==> src/plc_out_pkg.sv <==
package plc_out_pkg;

	// ------------------------------------------------------------------
	// sizes
	// ------------------------------------------------------------------
	localparam int WORD_W = 16;
	localparam int ADDR_W = 9;
	localparam int SLOT_W = 5;
	localparam int NUM_SLOTS = 25;
	localparam int NUM_ZONES = 2;
	localparam int ZONE_UP = 0;
	localparam int ZONE_DN = 1;

	// ------------------------------------------------------------------
	// module addresses of the output words
	// ------------------------------------------------------------------
	localparam logic [8:0] ADDR_STOP_COMMAND = 9'h014;
	localparam logic [8:0] ADDR_MOTOR_FAULT_CLEAR = 9'h016;
	localparam logic [8:0] ADDR_LEFT_ROLLER_SPEED = 9'h028;
	localparam logic [8:0] ADDR_PORT_OUTPUT_DRIVE = 9'h03F;
	localparam logic [8:0] ADDR_RIGHT_ROLLER_SPEED = 9'h040;
	localparam logic [8:0] ADDR_UP_ACCUM_CTRL = 9'h068;
	localparam logic [8:0] ADDR_UP_RELEASE = 9'h069;
	localparam logic [8:0] ADDR_UP_JAM_CLEAR = 9'h06D;
	localparam logic [8:0] ADDR_UP_STAGE_W1 = 9'h084;
	localparam logic [8:0] ADDR_UP_STAGE_W2 = 9'h085;
	localparam logic [8:0] ADDR_INDUCT_SIDE_STATUS = 9'h086;
	localparam logic [8:0] ADDR_INDUCT_FWD_W1 = 9'h08B;
	localparam logic [8:0] ADDR_INDUCT_FWD_W2 = 9'h08C;
	localparam logic [8:0] ADDR_DN_ACCUM_CTRL = 9'h0B8;
	localparam logic [8:0] ADDR_DN_RELEASE = 9'h0B9;
	localparam logic [8:0] ADDR_DN_JAM_CLEAR = 9'h0BD;
	localparam logic [8:0] ADDR_DN_STAGE_W1 = 9'h0D4;
	localparam logic [8:0] ADDR_DN_STAGE_W2 = 9'h0D5;
	localparam logic [8:0] ADDR_DISCHARGE_SIDE_STATUS = 9'h0E8;
	localparam logic [8:0] ADDR_INDUCT_REV_W1 = 9'h0ED;
	localparam logic [8:0] ADDR_INDUCT_REV_W2 = 9'h0EE;
	localparam logic [8:0] ADDR_UP_DIR_ACCUM_MODE = 9'h16D;
	localparam logic [8:0] ADDR_DN_DIR_ACCUM_MODE = 9'h177;
	localparam logic [8:0] ADDR_MERGE_INTERFACE = 9'h183;

	// ------------------------------------------------------------------
	// fields and reserved values
	// ------------------------------------------------------------------
	localparam int ACCUM_ENABLE_BIT = 0;
	localparam logic [15:0] TRACK_KEEP = 16'h0000;
	localparam logic [15:0] TRACK_CLEAR = 16'hFFFF;
	localparam logic [15:0] WORD_RESET = 16'h0000;

	typedef struct packed {
		logic [15:0] w1;
		logic [15:0] w2;
	} track_pair_t;

	typedef struct packed {
		logic en;
		logic [8:0] addr;
		logic [15:0] data;
	} word_wr_t;

	typedef enum logic {
		ZONE_HOLDING = 1'b0,
		ZONE_ARMED = 1'b1
	} zone_state_t;

	// slot number is the position in the cyclic output image; msb marks a hit
	function automatic logic [5:0] slot_of(input logic [8:0] addr);
		logic [5:0] s;
		s = 6'h00;
		unique case (addr)
			ADDR_UP_STAGE_W1: s = 6'h20;
			ADDR_UP_STAGE_W2: s = 6'h21;
			ADDR_DN_STAGE_W1: s = 6'h22;
			ADDR_DN_STAGE_W2: s = 6'h23;
			ADDR_UP_ACCUM_CTRL: s = 6'h24;
			ADDR_DN_ACCUM_CTRL: s = 6'h25;
			ADDR_LEFT_ROLLER_SPEED: s = 6'h26;
			ADDR_RIGHT_ROLLER_SPEED: s = 6'h27;
			ADDR_UP_RELEASE: s = 6'h28;
			ADDR_DN_RELEASE: s = 6'h29;
			ADDR_INDUCT_SIDE_STATUS: s = 6'h2A;
			ADDR_DISCHARGE_SIDE_STATUS: s = 6'h2B;
			ADDR_INDUCT_FWD_W1: s = 6'h2C;
			ADDR_INDUCT_FWD_W2: s = 6'h2D;
			ADDR_INDUCT_REV_W1: s = 6'h2E;
			ADDR_INDUCT_REV_W2: s = 6'h2F;
			ADDR_MOTOR_FAULT_CLEAR: s = 6'h30;
			ADDR_PORT_OUTPUT_DRIVE: s = 6'h31;
			ADDR_STOP_COMMAND: s = 6'h33;
			ADDR_UP_JAM_CLEAR: s = 6'h34;
			ADDR_DN_JAM_CLEAR: s = 6'h35;
			ADDR_UP_DIR_ACCUM_MODE: s = 6'h36;
			ADDR_DN_DIR_ACCUM_MODE: s = 6'h37;
			ADDR_MERGE_INTERFACE: s = 6'h38;
			default: s = 6'h00;
		endcase
		return s;
	endfunction : slot_of

endpackage : plc_out_pkg

==> src/plc_output_assembly_tracking.sv <==
`timescale 1ns/1ps
module plc_output_assembly_tracking import plc_out_pkg::*; (
	input wire logic clk_in,
	input wire logic sys_rst_in,
	input word_wr_t wr_in,
	input wire logic rd_en_in,
	input wire logic [ADDR_W-1:0] rd_addr_in,
	input wire logic [NUM_ZONES-1:0] zone_discharge_in,
	input wire logic [NUM_ZONES-1:0] carton_arrive_in,
	output logic [WORD_W-1:0] rd_data_out,
	output logic rd_valid_out,
	output logic rd_hit_out,
	output logic wr_hit_out,
	output logic [NUM_ZONES-1:0] accum_enable_out,
	output logic [NUM_ZONES-1:0] release_out,
	output logic [NUM_ZONES-1:0] zone_armed_out,
	output track_pair_t [NUM_ZONES-1:0] live_track_out
);

	// ------------------------------------------------------------------
	// address decode
	// ------------------------------------------------------------------
	logic [5:0] wr_slot;
	logic [5:0] rd_slot;
	logic wr_hit;
	logic rd_hit;
	logic rd_hit_r;
	logic rd_valid_r;

	assign wr_slot = slot_of(wr_in.addr);
	assign rd_slot = slot_of(rd_addr_in);
	assign wr_hit = wr_slot[5];
	assign rd_hit = rd_slot[5];
	assign wr_hit_out = wr_in.en && wr_hit;

	// every mapped word lands in the store so it can be read back
	word_store #(
		.DEPTH(NUM_SLOTS),
		.AW(SLOT_W),
		.DW(WORD_W)
	) u_store (
		.clk_in(clk_in),
		.sys_rst_in(sys_rst_in),
		.wr_en_in(wr_in.en && wr_hit),
		.wr_slot_in(wr_slot[SLOT_W-1:0]),
		.wr_data_in(wr_in.data),
		.rd_en_in(rd_en_in),
		.rd_hit_in(rd_hit),
		.rd_slot_in(rd_slot[SLOT_W-1:0]),
		.rd_data_out(rd_data_out)
	);

	always_ff @(posedge clk_in or posedge sys_rst_in) begin
		if (sys_rst_in) begin
			rd_valid_r <= 1'b0;
			rd_hit_r <= 1'b0;
		end else begin
			rd_valid_r <= rd_en_in;
			rd_hit_r <= rd_en_in && rd_hit;
		end
	end

	assign rd_valid_out = rd_valid_r;
	assign rd_hit_out = rd_hit_r;

	// ------------------------------------------------------------------
	// per-zone words that drive logic
	// ------------------------------------------------------------------
	localparam logic [8:0] STAGE_W1_ADDR [NUM_ZONES] = '{ADDR_UP_STAGE_W1, ADDR_DN_STAGE_W1};
	localparam logic [8:0] STAGE_W2_ADDR [NUM_ZONES] = '{ADDR_UP_STAGE_W2, ADDR_DN_STAGE_W2};
	localparam logic [8:0] ACCUM_ADDR [NUM_ZONES] = '{ADDR_UP_ACCUM_CTRL, ADDR_DN_ACCUM_CTRL};
	localparam logic [8:0] RELEASE_ADDR [NUM_ZONES] = '{ADDR_UP_RELEASE, ADDR_DN_RELEASE};

	track_pair_t [NUM_ZONES-1:0] stage_r;
	logic [NUM_ZONES-1:0][WORD_W-1:0] accum_r;
	logic [NUM_ZONES-1:0][WORD_W-1:0] release_word_r;
	logic [NUM_ZONES-1:0] plc_release;
	logic [NUM_ZONES-1:0] zone_release;
	logic [NUM_ZONES-1:0] w2_seen_r;

	genvar z;
	generate
		for (z = 0; z < NUM_ZONES; z++) begin : g_zone
			// staging words are holding registers only: a write here never
			// touches live tracking, so the host's cyclic refresh is harmless
			always_ff @(posedge clk_in or posedge sys_rst_in) begin
				if (sys_rst_in) begin
					stage_r[z] <= '0;
				end else if (wr_in.en) begin
					if (wr_in.addr == STAGE_W1_ADDR[z]) begin
						stage_r[z].w1 <= wr_in.data;
					end
					if (wr_in.addr == STAGE_W2_ADDR[z]) begin
						stage_r[z].w2 <= wr_in.data;
					end
				end
			end

			always_ff @(posedge clk_in or posedge sys_rst_in) begin
				if (sys_rst_in) begin
					accum_r[z] <= WORD_RESET;
				end else if (wr_in.en && wr_in.addr == ACCUM_ADDR[z]) begin
					accum_r[z] <= wr_in.data;
				end
			end

			always_ff @(posedge clk_in or posedge sys_rst_in) begin
				if (sys_rst_in) begin
					release_word_r[z] <= WORD_RESET;
				end else if (wr_in.en && wr_in.addr == RELEASE_ADDR[z]) begin
					release_word_r[z] <= wr_in.data;
				end
			end

			// store words are not reset, so readback of staging is only
			// meaningful once the host has written the word
			always_ff @(posedge clk_in or posedge sys_rst_in) begin
				if (sys_rst_in) begin
					w2_seen_r[z] <= 1'b0;
				end else if (wr_in.en && wr_in.addr == STAGE_W2_ADDR[z]) begin
					w2_seen_r[z] <= 1'b1;
				end
			end

			// rewriting the same value is only the cyclic refresh, not a release
			assign plc_release[z] = accum_r[z][ACCUM_ENABLE_BIT] && wr_in.en
				&& (wr_in.addr == RELEASE_ADDR[z])
				&& (wr_in.data != release_word_r[z]);
			assign zone_release[z] = plc_release[z] || zone_discharge_in[z];
			assign accum_enable_out[z] = accum_r[z][ACCUM_ENABLE_BIT];

			// staging as it stands before this cycle's write is what commits
			zone_tracker u_zone (
				.clk_in(clk_in),
				.sys_rst_in(sys_rst_in),
				.stage_in(stage_r[z]),
				.release_in(zone_release[z]),
				.arrive_in(carton_arrive_in[z]),
				.live_out(live_track_out[z]),
				.armed_out(zone_armed_out[z])
			);

		end
	endgenerate

	assign release_out = zone_release;
endmodule : plc_output_assembly_tracking

==> src/word_store.sv <==
`timescale 1ns/1ps
module word_store import plc_out_pkg::*; #(
	parameter int DEPTH = NUM_SLOTS,
	parameter int AW = SLOT_W,
	parameter int DW = WORD_W
) (
	input wire logic clk_in,
	input wire logic sys_rst_in,
	input wire logic wr_en_in,
	input wire logic [AW-1:0] wr_slot_in,
	input wire logic [DW-1:0] wr_data_in,
	input wire logic rd_en_in,
	input wire logic rd_hit_in,
	input wire logic [AW-1:0] rd_slot_in,
	output logic [DW-1:0] rd_data_out
);

	// array has no reset: it is a memory, the host rewrites it every cycle of its image
	logic [DW-1:0] mem [DEPTH];

	always_ff @(posedge clk_in) begin
		if (wr_en_in) begin
			mem[wr_slot_in] <= wr_data_in;
		end
	end

	always_ff @(posedge clk_in or posedge sys_rst_in) begin
		if (sys_rst_in) begin
			rd_data_out <= WORD_RESET;
		end else if (rd_en_in) begin
			rd_data_out <= rd_hit_in ? mem[rd_slot_in] : WORD_RESET;
		end
	end

endmodule : word_store

==> src/zone_tracker.sv <==
`timescale 1ns/1ps
module zone_tracker import plc_out_pkg::*; (
	input wire logic clk_in,
	input wire logic sys_rst_in,
	input track_pair_t stage_in,
	input wire logic release_in,
	input wire logic arrive_in,
	output track_pair_t live_out,
	output logic armed_out
);

	zone_state_t state_r;
	logic both_clear;
	logic both_keep;

	assign both_clear = (stage_in.w1 == TRACK_CLEAR) && (stage_in.w2 == TRACK_CLEAR);
	assign both_keep = (stage_in.w1 == TRACK_KEEP) && (stage_in.w2 == TRACK_KEEP);

	// ------------------------------------------------------------------
	// live tracking commit
	// ------------------------------------------------------------------
	// both words decided from the same cycle's staging, written together
	always_ff @(posedge clk_in or posedge sys_rst_in) begin
		if (sys_rst_in) begin
			live_out <= '0;
		end else if (release_in) begin
			if (both_clear) begin
				live_out <= '0;
			end else if (!both_keep) begin
				live_out <= stage_in;
			end
		end
	end

	// ------------------------------------------------------------------
	// accumulate-next-arrival arming
	// ------------------------------------------------------------------
	always_ff @(posedge clk_in or posedge sys_rst_in) begin
		if (sys_rst_in) begin
			state_r <= ZONE_HOLDING;
		end else begin
			unique case (state_r)
				ZONE_HOLDING: begin
					if (release_in) begin
						state_r <= ZONE_ARMED;
					end
				end
				ZONE_ARMED: begin
					if (arrive_in && !release_in) begin
						state_r <= ZONE_HOLDING;
					end
				end
			endcase
		end
	end

	assign armed_out = (state_r == ZONE_ARMED);
endmodule : zone_tracker

==> config.mk <==
export PLATFORM = sky130hd
export DESIGN_NAME = plc_output_assembly_tracking
export DESIGN_NICKNAME = d
export VERILOG_FILES = /design/src/plc_out_pkg.sv /design/src/plc_output_assembly_tracking.sv /design/src/word_store.sv /design/src/zone_tracker.sv
export SDC_FILE = /design/constraint.sdc
export NUM_CORES = 1
export LEC_CHECK = 0
export BUFFER_PORTS_ARGS = -buffer_cell sky130_fd_sc_hd__clkbuf_2
export CELL_PAD_IN_SITES_DETAIL_PLACEMENT = 1
export CELL_PAD_IN_SITES_GLOBAL_PLACEMENT = 2
export CORE_MARGIN = 2
export CORE_UTILIZATION = 38
export CTS_CLUSTER_DIAMETER = 40
export CTS_CLUSTER_SIZE = 24
export DETAILED_ROUTE_END_ITERATION = 16
export PLACE_DENSITY = 0.8
export RECOVER_POWER = 100
export SYNTH_ARGS = -nofsm -noshare
export SYNTH_HDL_FRONTEND = slang
export SYNTH_SLANG_ARGS = --single-unit
==> constraint.sdc <==
create_clock -name clk_in -period 5.8 [get_ports clk_in]
set_clock_uncertainty 0.05 [all_clocks]
set_input_delay 0.58 -clock clk_in [delete_from_list [all_inputs] [get_ports clk_in]]
set_output_delay 0.58 -clock clk_in [all_outputs]
set_load 0.02 [all_outputs]
# --- Word level (Yosys, flattened, before mapping) ---
# Memory sizes are Yosys's and may differ from the RTL's.
# Index checks and enable logic that the tools add are counted.
op_classes:
  muxes: 15
  reduce_logical: 32
  n_eq_ne: 56
  n_bitwise: 2
op_table:
  columns: ["operator", "n"]
  rows:
  - ["$pmux 6 s24", 2]
  - ["$eq 9x8->1 const B", 26]
  - ["$mux 32", 4]
  - ["$eq 9x7->1 const B", 8]
  - ["$eq 16x16->1 const B", 4]
  - ["$logic_not 16->1", 4]
  - ["$eq 9x9->1 const B", 6]
  - ["$eq 9x5->1 const B", 4]
  - ["$eq 9x6->1 const B", 4]
  - ["$ne 16x16->1", 2]
  - ["$logic_and 1x1->1", 18]
  - ["$mux 16", 1]
  - ["$reduce_and 2->1", 6]
  - ["$mux 1", 6]
  - ["$ne 2x1->1 const B", 2]
  - ["$pmux 1 s2", 2]
  - ["$logic_not 1->1", 2]
  - ["$logic_or 1x1->1", 2]
  - ["$not 1->1", 2]
word_totals:
  output_inout_bits: 89
  n_memories: 1
  register_bits: 182
  mem_bits_rw: 400
  in_bits: 42
mem_list:
  columns: ["memory", "depth", "word_bits", "rd", "rd_ports_with_merged_regs", "wr", "line", "source"]
  rows:
  - ["u_store.mem", 25, 16, 1, 0, 1, "word_store.sv:19", "logic [DW-1:0] mem [DEPTH];"]

# --- Depth between registers and ports, before layout ---
depth:
  depth_word: 8
  ltp_mapped: 14

# --- Hierarchy ---
# From an unflattened synthesis, not the netlist that was laid out.
unflattened:
  cells_unflattened: 1646
  hier_area_um2: 25131.6
modules_own_cells:
  columns: ["mod", "seq_area_each_um2", "cells_per_inst", "instances", "area_per_inst_um2"]
  rows:
  - ["word_store", 12411.9, 864, 1, 16214.3]
  - ["plc_output_assembly_tracking", 2502.4, 456, 1, 5486.5]
  - ["zone_tracker", 825.8, 163, 2, 1715.4]

# --- Worst setup path after synthesis ---
# OpenSTA, ideal clock, no wires.
synth_path:
  kind: "input port to flip-flop"
  from: "in wr_in[20] in the netlist's numbering"
  to: "reg accum_r, in the netlist accum_enable_out[0]"
  t_arrival_ns: 3.540
  stages: 9
  setup_slack_ns: 2.082
  setup_time_ns: 0.128
  required_ns: 5.622
  path_cell_list: "clkbuf_1 -> or3b_2 -> nor4_1 -> o21ai_0 -> o211ai_1 -> o31a_1 -> nand3_1 -> nor2_1 -> mux2_1"
synth_via:
  elab_chain_len: 2
synth_lines:
  columns: ["item", "line", "source"]
  rows:
  - ["from (decl)", "plc_output_assembly_tracking.sv:5", "input word_wr_t wr_in,"]
  - ["$eq 9x7->1", "plc_output_assembly_tracking.sv:102", "end else if (wr_in.en && wr_in.addr == ACCUM_ADDR[z]) begin"]
  - ["$logic_and 1x1->1", "plc_output_assembly_tracking.sv:102", null]
  - ["to (signal, indexed assignment)", "plc_output_assembly_tracking.sv:103", "accum_r[z] <= wr_in.data;"]
  - ["to (decl)", "plc_output_assembly_tracking.sv:75", "logic [NUM_ZONES-1:0][WORD_W-1:0] accum_r;"]
# Every way passes these cells.
# A chain may end at the register's enable or synchronous reset.

# --- Worst setup path in the final report ---
layout_path:
  from: "in wr_in[7] in the netlist's numbering"
  to: "out release_out[0]"
layout_via:
  elab_chain_len: 3
layout_lines:
  columns: ["item", "line", "source"]
  rows:
  - ["$ne 16x16->1", "plc_output_assembly_tracking.sv:128", "&& (wr_in.data != release_word_r[z]);"]
  - ["$logic_and 1x1->1", "plc_output_assembly_tracking.sv:128", null]
  - ["$logic_or 1x1->1", "plc_output_assembly_tracking.sv:129", "assign zone_release[z] = plc_release[z] || zone_discharge_in[z];"]
  - ["to (decl)", "plc_output_assembly_tracking.sv:15", "output logic [NUM_ZONES-1:0] release_out,"]
# Every way passes these cells.

==> qor.txt <==
VDD IR max: 181.2 uV
crit start category: input port
crit-path cells: clkbuf_1, clkbuf_1, xor2_1, nor4_1, nand4_1, a31oi_1, inv_1, clkbuf_1
post-synthesis adder-cell area fraction: 0
WP data arrival: 3.92 ns
delay of the slowest critical-path stage: 1.50 ns
Post-Synth XOR/XNOR Area: 0.01266
Total GRT Usage: 0.2310
Reg2Reg Launch Point: release_word_r[16]$_DFFE_PP0P_
outcome: finished, violations left
core region area: 64580 sq um
CTS hold repair buffers: 0
Lkg Pwr: 10.75 nW
DRC: 0
std cell rows: 93
Worst Hold Class: input port to flip-flop
endpoints failing setup: 0
cell family with most CP delay: buffers and inverters
Ports: 131
first-pass GRT wire length: 117.3 mm
Setup TNS Final: 0 ns
Crit path depth: 8
DP Cell Count: 2922
DIE AREA: 67600 sq um
Vert. Die Dim: 260.0 um
FF+latch count, synth: 582
crit path max-delay cell type: clkbuf_1
Die Wd: 260.0 um
RePlAce Congestion: 0.8257
initial antenna violation count: 6
worst reg2reg path depth: 7
synth unique cells: 80
reg2reg end: g_zone[1].u_zone.live_out[17]$_DFFE_PP0P_
area grow syn2layout: 17.54%
Port Buffers: 130
Pwr Density: 361.7 nW/um^2
Skew-Pair Late Insertion Delay: 0.64 ns
clock root buffer: clkbuf_16
Final Instance Area: 29270 sq um
simple-gate share of the synthesized area: 0.1319
main combinational cell family by area after synthesis: simple AND/OR/NAND/NOR gates
DR iter-0 viols: 1606
via/cell ratio: 5.661
CTS Buf Count: 88
CTS tree: built
H-tree depth: 3
Final Critical Period: 4.552 ns
Clock transition at path regs: 0.06 ns
clock sink count: 582
vias in the first global route: 18550
Post-Syn Area per Cell: 12.41 sq um
final net count: 2199
Main synth FF type: edfxtp_1
Post-DP Area: 26510 sq um
Cells after Synth: 2006
Util after Layout: 0.4532
share of cells above drive strength 1: 0.1228
Final ANT Viol Nets: 0
final wirelength: 77.85 mm
cells resized by post-CTS repair: 0
final hold vios: 0
initial core utilization: 0.3856
grt ovf: 0
Post-synth EDFFs: 400
Worst Max-Slew Pin Slew: 3.254 ns
Setup Buffers After CTS: 0
Crit Path Category: input port to output port
Finished Layout Cells: 3087
critical path fanouts, max: 32
DR WL/cell: 25.22 um
CTS Buffer Depth: 3
violated checks: capacitance limit, slew limit
sequential-to-total area share from yosys stat: 0.6652
Max Cap Violations: 13
via count: 17470
Crit. End Element: output port
worst hold path depth: 2
asr flop ratio synth: 0.3127
crit path from: wr_in[7]
DRT Pass-1 Iters: 5
Cell Area, Synth: 24900 sq um
Synth Area in Compound Gates: 0.1024
Setup crit end: release_out[0]
yosys warns: 0
R2R Setup Slk: 2.56 ns
commonest cells after routing, fill and taps aside: edfxtp_1 (400), nand2_1 (327), dfrtp_1 (182), clkbuf_1 (155), nand3_1 (131)
largest net degree at the start of global routing: 144
Worst slew margin: -1.169
max-slew violations: 513
mux share of post-synthesis cell area: 0.04637
commonest non-fill, non-tap cell in the layout: edfxtp_1
Final period util: 0.7848
Buf+Inv Stages, Crit Path: 4
Most common cell on crit path: clkbuf_1
maximum clock frequency: 219.7 MHz
RSZ-0062 raised after global routing: no
Worst EP required: 5.17 ns
hpwl dp: 49.29 mm
-- cells by family after synthesis --
logic type                count (synthesis)
and+or+nand+nor                         687
DFF                                     582
AOI/OAI and AO/OA                       359
buffers and inverters                   232
muxes                                   109
xor gates and xnor gates                 36
other                                     1
-- stage by stage --
step                      power (mW)  setup WS [ns]  hold WS, ns
after global placement         5.166          1.443       0.4279
after detailed placement       5.182          1.324       0.4360
after global routing           10.87          1.037      0.08075
final                          10.59          1.248      0.07892
after floorplan                4.950         0.2263       0.4154
after CTS                      10.68          1.961      0.04435
-- routing by layer --
metal	share of wire	GRT usage
met1	0.42	0.2972
met2	0.48	0.3830
met3	0.072	0.05351
met4	0.026	0.07966
met5	0	0
-- sequential cells by signal, summed over array words and instances, names as in the netlist --
register,count
g_zone.u_zone.armed_out,2
stage_r,64
accum_enable_out,2
u_store.rd_data_out,16
u_store.mem,400
rd_valid_out,1
g_zone.u_zone.live_out,64
release_word_r,32
rd_hit_out,1
-- how the worst min path moves through the flow --
stage	from	slack, ns	endpoint
4_1_cts	carton_arrive_in[1]	0.04	g_zone[1].u_zone.armed_out$_DFF_PP0_
5_1_grt	carton_arrive_in[1]	0.08	g_zone[1].u_zone.armed_out$_DFF_PP0_
6_report	carton_arrive_in[1]	0.08	g_zone[1].u_zone.armed_out$_DFF_PP0_
3_5_place_dp	release_word_r[15]$_DFFE_PP0P_	0.44	release_word_r[15]$_DFFE_PP0P_
3_3_place_gp	release_word_r[21]$_DFFE_PP0P_	0.43	release_word_r[21]$_DFFE_PP0P_
2_1_floorplan	release_word_r[10]$_DFFE_PP0P_	0.42	release_word_r[10]$_DFFE_PP0P_
-- where the power goes --
group / internal, mW / total (mW) / switching, mW / leakage [nW]
registers: 4.53 / 4.57 / 0.0455 / 6.13
clock network: 3.32 / 5.50 / 2.19 / 1.48
logic: 0.117 / 0.512 / 0.395 / 3.14
total: 7.96 / 10.6 / 2.63 / 10.8
-- layout make-up --
cell class              count  area [sq um]
repair buffers            190         828.3
multi-input cells        1207          7375
inverters                  88         334.1
clock inverters            68         779.5
well taps                 855          1070
clock buffers              96          2316
fillers                  6781         35310
diodes                      1         2.502
flip-flops and latches    582         16570
-- cell usage after synthesis, types with 7 or more instances --
master | instances | area [sq um]
edfxtp_1 | 400 | 12010
nand2_1 | 327 | 1227
dfrtp_1 | 182 | 4554
nand3_1 | 132 | 660.6
o21ai_0 | 98 | 490.5
inv_1 | 85 | 319.1
clkbuf_1 | 79 | 296.5
mux2i_1 | 58 | 580.6
nor2_1 | 51 | 191.4
mux2_2 | 50 | 563.0
o31a_1 | 44 | 385.4
nor4_1 | 42 | 262.8
buf_2 | 41 | 205.2
a211oi_1 | 39 | 292.8
a21oi_1 | 39 | 195.2
xor2_1 | 35 | 306.5
nand4_1 | 33 | 206.5
a31oi_1 | 23 | 143.9
a2111oi_0 | 21 | 183.9
nor3_1 | 15 | 75.07
nand2b_1 | 14 | 87.58
a221oi_1 | 12 | 105.1
buf_4 | 12 | 90.09
o211ai_1 | 10 | 75.07
o32ai_1 | 10 | 87.58
a311oi_1 | 9 | 78.83
a32oi_1 | 8 | 70.07
and3_1 | 7 | 43.79
nor3b_1 | 7 | 52.55
o2111ai_1 | 7 | 61.31
-- worst register-to-register path: cells and delay by family (launching register included) --
kind / cells / cell delay [ns]
compound gates: 2 / 0.42
xor+xnor: 1 / 0.15
flops: 1 / 0.39
simple gates: 4 / 2.13
No activity file was read; power rests on OpenSTA's default activity.
